--- src/core/frw_cfg.svh ---
`ifndef FRW_CFG_SVH
`define FRW_CFG_SVH
// ==========================================
// command codes of the warning thresholds
`define FRW_REG_OV_WARN   8'h42
`define FRW_REG_UV_WARN   8'h43
// ==========================================
// reset values, linear format, exponent -11
`define FRW_OV_WARN_RST   16'hFFFF
`define FRW_UV_WARN_RST   16'h0000
// ==========================================
// response byte fields, and the read value of an unmapped address
`define FRW_MODE_LSB      6
`define FRW_RETRY_LSB     3
`define FRW_DLY_LSB       0
`define FRW_RETRY_NONE    3'h0
`define FRW_RETRY_FOREVER 3'h7
`define FRW_RD_UNMAPPED   16'h0000
`endif

--- src/core/frw_pkg.sv ---
`default_nettype none
package frw_pkg;
    typedef enum logic [1:0] {
        FRW_IGNORE,
        FRW_CONT_THEN_RETRY,
        FRW_DISABLE_RETRY,
        FRW_DISABLE_WHILE_FAULT
    } frw_mode_t;

    typedef enum {
        ST_RUN,
        ST_CONT,
        ST_OFF_WAIT,
        ST_ATTEMPT,
        ST_HOLD,
        ST_LATCHED
    } frw_state_t;
endpackage : frw_pkg
`default_nettype wire

--- src/core/frw_dly_timer.sv ---
`default_nettype none
module frw_dly_timer #(
    parameter int UNIT_W = 16
) (
    // clock and reset
    input  wire logic              i_sys_clk,
    input  wire logic              i_sys_rst,
    input  wire logic              i_ce,
    // control
    input  wire logic              i_start,
    input  wire logic [2:0]        i_code,
    input  wire logic [UNIT_W-1:0] i_unit,
    // status
    output logic                   o_busy,
    output logic                   o_done
);
    localparam int TW = UNIT_W + 8;

    logic [TW-1:0] units;
    logic [TW-1:0] total;
    logic [TW-1:0] cnt_r;
    logic          busy_r;

    // a zero unit would never expire, so it acts as a unit of 1
    assign units  = TW'(1) << i_code;
    assign total  = units * ((i_unit == '0) ? TW'(1) : TW'(i_unit));
    assign o_busy = busy_r;
    assign o_done = busy_r && (cnt_r == '0);

    always_ff @(posedge i_sys_clk or posedge i_sys_rst) begin
        if (i_sys_rst) begin
            cnt_r  <= '0;
            busy_r <= 1'b0;
        end else if (i_ce) begin
            if (i_start) begin
                cnt_r  <= total - TW'(1);
                busy_r <= 1'b1;
            end else if (o_done) begin
                busy_r <= 1'b0;
            end else if (busy_r) begin
                cnt_r <= cnt_r - TW'(1);
            end
        end
    end
endmodule : frw_dly_timer
`default_nettype wire

--- src/core/frw_top.sv ---
`include "frw_cfg.svh"
`default_nettype none
module frw_top
    import frw_pkg::*;
#(
    parameter int UNIT_W = 16
) (
    // clock, reset, enable
    input  wire logic              i_sys_clk,
    input  wire logic              i_sys_rst,
    input  wire logic              i_ce,
    // fault response configuration
    input  wire logic [7:0]        i_fault_resp,
    input  wire logic [UNIT_W-1:0] i_delay_unit,
    // fault and control events
    input  wire logic              i_fault,
    input  wire logic              i_other_fault,
    input  wire logic              i_output_cmd_on,
    input  wire logic              i_clear_bit,
    input  wire logic              i_clear_faults,
    input  wire logic              i_bias_lost,
    // threshold register access
    input  wire logic              i_reg_wr,
    input  wire logic [7:0]        i_reg_addr,
    input  wire logic [15:0]       i_reg_wdata,
    output logic      [15:0]       o_reg_rdata,
    // measured output voltage
    input  wire logic [15:0]       i_vout,
    // status
    output logic                   o_output_en,
    output logic                   o_fault_latched,
    output logic [2:0]             o_attempts,
    output logic                   o_ov_warn,
    output logic                   o_uv_warn
);
    frw_mode_t  mode;
    logic [2:0] retry_code;
    logic [2:0] dly_code;
    frw_state_t state_r;
    frw_state_t state_nxt;
    logic [2:0] attempts_r;
    logic [2:0] attempts_nxt;
    logic       att_fail_r;
    logic       tmr_start;
    logic       tmr_done;
    logic       clr;
    logic       limit_hit;
    logic [15:0] ov_lim_r;
    logic [15:0] uv_lim_r;

    assign mode       = frw_mode_t'(i_fault_resp[`FRW_MODE_LSB +: 2]);
    assign retry_code = i_fault_resp[`FRW_RETRY_LSB +: 3];
    assign dly_code   = i_fault_resp[`FRW_DLY_LSB +: 3];
    // commanded off also counts as a clear, so off-then-on restarts clean
    assign clr = i_clear_bit | i_clear_faults | i_bias_lost | ~i_output_cmd_on;
    assign limit_hit = (retry_code != `FRW_RETRY_FOREVER)
                       && (attempts_r >= retry_code);

    // ==========================================
    // delay timer, shared by continue time and restart spacing
    frw_dly_timer #(
        .UNIT_W (UNIT_W)
    ) u_timer (
        .i_sys_clk (i_sys_clk),
        .i_sys_rst (i_sys_rst),
        .i_ce      (i_ce),
        .i_start   (tmr_start),
        .i_code    (dly_code),
        .i_unit    (i_delay_unit),
        .o_busy    (),
        .o_done    (tmr_done)
    );

    // ==========================================
    // sequencer next state
    always_comb begin
        state_nxt    = state_r;
        attempts_nxt = attempts_r;
        tmr_start    = 1'b0;
        if (clr) begin
            state_nxt    = ST_RUN;
            attempts_nxt = 3'h0;
        end else if (i_other_fault) begin
            state_nxt = ST_LATCHED;
        end else begin
            unique case (state_r)
                ST_RUN: begin
                    if (i_fault) begin
                        unique case (mode)
                            FRW_IGNORE: state_nxt = ST_RUN;
                            FRW_CONT_THEN_RETRY: begin
                                state_nxt = ST_CONT;
                                tmr_start = 1'b1;
                            end
                            FRW_DISABLE_RETRY: begin
                                // no restart at all for code 000
                                state_nxt = (retry_code == `FRW_RETRY_NONE) ?
                                            ST_LATCHED : ST_OFF_WAIT;
                                tmr_start = 1'b1;
                            end
                            FRW_DISABLE_WHILE_FAULT: state_nxt = ST_HOLD;
                        endcase
                    end
                end
                ST_CONT: begin
                    if (tmr_done) begin
                        if (!i_fault) begin
                            state_nxt = ST_RUN;
                        end else begin
                            state_nxt = (retry_code == `FRW_RETRY_NONE) ?
                                        ST_LATCHED : ST_OFF_WAIT;
                            tmr_start = 1'b1;
                        end
                    end
                end
                ST_OFF_WAIT: begin
                    if (tmr_done) begin
                        state_nxt    = ST_ATTEMPT;
                        tmr_start    = 1'b1;
                        attempts_nxt = attempts_r + 3'h1;
                    end
                end
                ST_ATTEMPT: begin
                    if (tmr_done) begin
                        if (!att_fail_r && !i_fault) begin
                            state_nxt    = ST_RUN;
                            attempts_nxt = 3'h0;
                        end else if (limit_hit) begin
                            state_nxt = ST_LATCHED;
                        end else begin
                            // next attempt starts one full interval after the last
                            tmr_start = 1'b1;
                            if (retry_code != `FRW_RETRY_FOREVER) begin
                                attempts_nxt = attempts_r + 3'h1;
                            end
                        end
                    end
                end
                ST_HOLD: begin
                    if (!i_fault) begin
                        state_nxt = ST_RUN;
                    end
                end
                ST_LATCHED: state_nxt = ST_LATCHED;
            endcase
        end
    end

    always_ff @(posedge i_sys_clk or posedge i_sys_rst) begin
        if (i_sys_rst) begin
            state_r    <= ST_RUN;
            attempts_r <= 3'h0;
        end else if (i_ce) begin
            state_r    <= state_nxt;
            attempts_r <= attempts_nxt;
        end
    end

    // a failed attempt drops the output but keeps the spacing running
    always_ff @(posedge i_sys_clk or posedge i_sys_rst) begin
        if (i_sys_rst) begin
            att_fail_r <= 1'b0;
        end else if (i_ce) begin
            if (tmr_start || state_nxt != ST_ATTEMPT) begin
                att_fail_r <= 1'b0;
            end else if (state_r == ST_ATTEMPT && i_fault) begin
                att_fail_r <= 1'b1;
            end
        end
    end

    // ==========================================
    // status outputs
    always_ff @(posedge i_sys_clk or posedge i_sys_rst) begin
        if (i_sys_rst) begin
            o_output_en     <= 1'b0;
            o_fault_latched <= 1'b0;
            o_attempts      <= 3'h0;
        end else if (i_ce) begin
            o_output_en <= i_output_cmd_on && !clr
                           && (state_nxt == ST_RUN || state_nxt == ST_CONT
                               || (state_nxt == ST_ATTEMPT && !i_fault));
            o_fault_latched <= (state_nxt == ST_LATCHED);
            o_attempts      <= attempts_nxt;
        end
    end

    // ==========================================
    // warning thresholds
    always_ff @(posedge i_sys_clk or posedge i_sys_rst) begin
        if (i_sys_rst) begin
            ov_lim_r <= `FRW_OV_WARN_RST;
            uv_lim_r <= `FRW_UV_WARN_RST;
        end else if (i_ce && i_reg_wr) begin
            if (i_reg_addr == `FRW_REG_OV_WARN) begin
                ov_lim_r <= i_reg_wdata;
            end
            if (i_reg_addr == `FRW_REG_UV_WARN) begin
                uv_lim_r <= i_reg_wdata;
            end
        end
    end

    always_ff @(posedge i_sys_clk or posedge i_sys_rst) begin
        if (i_sys_rst) begin
            o_reg_rdata <= `FRW_RD_UNMAPPED;
        end else if (i_ce) begin
            unique case (i_reg_addr)
                `FRW_REG_OV_WARN: o_reg_rdata <= ov_lim_r;
                `FRW_REG_UV_WARN: o_reg_rdata <= uv_lim_r;
                default:          o_reg_rdata <= `FRW_RD_UNMAPPED;
            endcase
        end
    end

    // flags only; the sequencer never looks at them
    always_ff @(posedge i_sys_clk or posedge i_sys_rst) begin
        if (i_sys_rst) begin
            o_ov_warn <= 1'b0;
            o_uv_warn <= 1'b0;
        end else if (i_ce) begin
            o_ov_warn <= (i_vout > ov_lim_r);
            o_uv_warn <= (i_vout < uv_lim_r);
        end
    end
endmodule : frw_top
`default_nettype wire

--- config.mk ---
export PLATFORM = sky130hd
export DESIGN_NAME = frw_top
export DESIGN_NICKNAME = d
export VERILOG_FILES = /design/src/core/frw_pkg.sv /design/src/core/frw_dly_timer.sv /design/src/core/frw_top.sv
export VERILOG_INCLUDE_DIRS = /design/src /design/src/core
export SDC_FILE = /design/constraint.sdc
export NUM_CORES = 1
export LEC_CHECK = 0
export ABC_AREA = 1
export BUFFER_PORTS_ARGS = -buffer_cell sky130_fd_sc_hd__buf_2
export CORE_MARGIN = 2
export CORE_UTILIZATION = 35
export CTS_CLUSTER_SIZE = 14
export DETAILED_ROUTE_END_ITERATION = 8
export PLACE_DENSITY = 0.52
export SYNTH_ARGS = -nofsm -noshare
export SYNTH_HDL_FRONTEND = slang
export SYNTH_HIERARCHICAL = 1
export SYNTH_SLANG_ARGS = --single-unit
--- constraint.sdc ---
create_clock -name i_sys_clk -period 5 [get_ports i_sys_clk]
set_input_delay 0.5 -clock i_sys_clk [delete_from_list [all_inputs] [get_ports i_sys_clk]]
set_output_delay 0.5 -clock i_sys_clk [all_outputs]
set_load 0.05 [all_outputs]
==> metrics.yaml <==
status: "complete, but fails checks"
violations: "negative setup slack"
ir_drop_mv: 0.259
p_leak_nw: 8.21
startpoint_type: "input pin"
drive_gt1_share_pct: 27.0
setup_ws_ns: -0.0663
avgSynthCellArea_um2: 7.28
io_buffers: 96
clock_latency_ns: 0.43
fin_crit_sh_pct: 101
initial_core_util_pct: 35.3
antenna_left: 0
synth_seq_cells: 113
synth_area_mm2: 0.0128
final_cells: 2454
nFillCells: 3703
drv_slew: 0
setup_violations: 6
hold_violations: 0
worstMarginPinSlew_ns: 1.08
crit_type: "input pin to register"
die_w_um: 195
drv_cap: 0
dieArea_mm2: 0.0382
fin_nets: 2270
root_buffer: "clkbuf_16"
crit_fanout: 8
synth_top_area_share_pct: 18.9
drc: 0
rows: 70
powerDensity_mw_per_mm2: 325
synthesis.nets: 2060
ctsLongestPathBuffers: 2
ios: 97
yosysMostFrequentCell: "nand2_1"
dp_slack_ns: -0.855
dp_hpwl_um: 27000
wl_um: 34300
htree_levels: 4
ys.flop_type: "dfrtp_1"
grt_setup_unrepaired: "true"
synth_cell_types: 56
grt_pass1_wl_um: 58700
cts_tree: "built"
grt_use_total_pct: 18.9
area_growth_pct: 26.3
critPathArrivalTime_ns: 5.38
period_minus_slack_ns: 5.07
grt_max_degree: 70
detail_route.wl_per_cell_um: 14.0
cp-end-kind: "register"
yosys_warnings: 6
dr.pass1.iters: 5
first_global_vias: 12100
total_power_mw: 5.26
grt_overflow_total: 0
hold_path_class: "input pin to asynchronous set/reset pin"
r2r_cells: 23
slew_headroom_pct: 27.7
core-area_mm2: 0.0363
dieHeight_um: 195
dr_total_vias: 11900
dp.cells: 2405
synth_commonest_cells: "nand2_1, inv_1, nor2_1"
cts_buffers: 17
seq_area_frac_synth_pct: 22.2
vias_per_cell: 4.86
synth_edf_count: 0
async_flop_share_pct: 100
antenna_found_initial: 3
synth_top_area_cell: "dfrtp_1"
critical_path_required_ns: 5.31
place_congestion: 0.891
drt-initial-drc-count: 564
cts.sinks: 113
syn-instance-count: 1761
synth.area.top_cells: "dfrtp_1, fa_1, nand2_1"
timing.fmax_ghz: 0.197
clkTransAtPathRegs_ns: 0.06
fin_skew_ns: 0.00930
==> cell families after synthesis <==
| logic type | count (synthesis) | share of synthesized area (%) |
|---|---|---|
| xor gates and xnor gates | 11 | 0.752 |
| buffers and inverters | 373 | 11.7 |
| DFF | 113 | 22.2 |
| and+or+nand+nor | 834 | 28.7 |
| adders and majority gates | 225 | 27.5 |
| AOI/OAI and AO/OA | 205 | 9.10 |
==> sequential cells by signal, summed over array words and instances (netlist names) <==
signal           cells
att_fail_r           1
o_attempts           3
o_fault_latched      1
o_output_en          1
o_ov_warn            1
o_reg_rdata         16
o_uv_warn            1
ov_lim_r            16
state_r             32
u_timer/cnt_r       24
u_timer/o_busy       1
uv_lim_r            16
==> path summary, 6_finish.rpt <==
check                                  from                end  slack, ns
setup / recovery            i_fault_resp[1]  u_timer/cnt_r[21]      -0.07
setup reg to reg           u_timer/cnt_r[0]  u_timer/cnt_r[16]       0.98
min in group i_sys_clk       i_reg_wdata[0]        ov_lim_r[0]       0.31
hold / removal                    i_sys_rst      o_attempts[0]       0.23
max in group asynchronous         i_sys_rst        ov_lim_r[7]       3.70
hold reg to reg              o_reg_rdata[3]     o_reg_rdata[3]       0.48
==> cells in the final DEF (no fill, tap or decap), types with 17 or more instances in the layout <==
cell,synthesis,layout
nand2_2,11,42
buf_2,5,93
nor2_2,15,34
nand2_1,451,406
dfrtp_1,97,97
nand2_4,5,19
buf_4,0,124
ha_4,0,23
ha_1,130,105
a21oi_1,49,36
inv_2,17,50
o21ai_0,102,100
inv_1,305,269
nand3_1,70,64
nor2_4,6,20
clkbuf_16,0,17
nor2_1,184,151
nand4_1,43,43
fa_1,95,90
o22ai_1,17,17
==> layer usage <==
layer / share of wire, % / up-vias / GRT usage [%] / wire length, um
met2: 46 / 203 / 31.1 / 15900
met3: 3.9 / 32 / 2.76 / 1320
met4: 1.6 / 0 / 5.23 / 542
met1: 48 / 5721 / 25.9 / 16600
li1: - / 5974 / - / -
met5: 0 / - / 0 / 0
==> critical path, stage by stage <==
cell and delay, ns:
buf_8 0.08, clkinvlp_4 0.15, buf_6 0.16, nor3_4 0.14, buf_6 0.16, clkinv_8 0.08
nor2_4 0.10, fa_2 0.21, inv_2 0.04, fa_1 0.50, inv_1 0.05, fa_1 0.51
fa_2 0.45, fa_1 0.50, inv_2 0.04, fa_1 0.49, inv_2 0.04, ha_4 0.30
nand2_4 0.09, nor2_2 0.20, nand4_1 0.24, nand4_1 0.16, nand3_1 0.08, nand2_1 0.07
nand2_1 0.05
==> metrics by stage <==
step | util [%] | hold WS, ns | cell area, um^2 | TNS, ns
floorplan | - | 0.453 | 13100 | -2.38
global placement | 40.7 | 0.461 | 14800 | -10.23
detailed placement | 40.7 | 0.463 | 14800 | -11.33
CTS | 43.1 | 0.264 | 15700 | -0.306
global route | 44.5 | 0.298 | 16200 | -2.80
finish | 44.5 | 0.235 | 16200 | -0.229
==> area by class of cell <==
cell class / instances / area (um^2) / area share [%]
Timing Repair Buffer: 235 / 1610 / 9.96
Antenna cell: 2 / 5.00 / 0.0309
Clock buffer: 22 / 454 / 2.81
Clock inverter: 10 / 111 / 0.688
Inverter: 329 / 1270 / 7.88
Tap cell: 468 / 586 / 3.62
Sequential cell: 113 / 2850 / 17.6
Multi-Input combinational cell: 1275 / 9290 / 57.4
==> report_power, final <==
part | internal (mW) | switching [mW]
clock network | 0.743 | 0.447
logic | 1.29 | 1.68
registers | 1.00 | 0.0923
total | 3.04 | 2.22
==> timing repair <==
item                       in CTS  in global routing
hold endpoints to repair        0                  0
pin swaps                      31                 74
setup endpoints to repair      17                 18
hold buffers                    0                  0
setup buffers                   6                  9
gates resized for setup        58                128
Power figures use the tool's default switching activity.
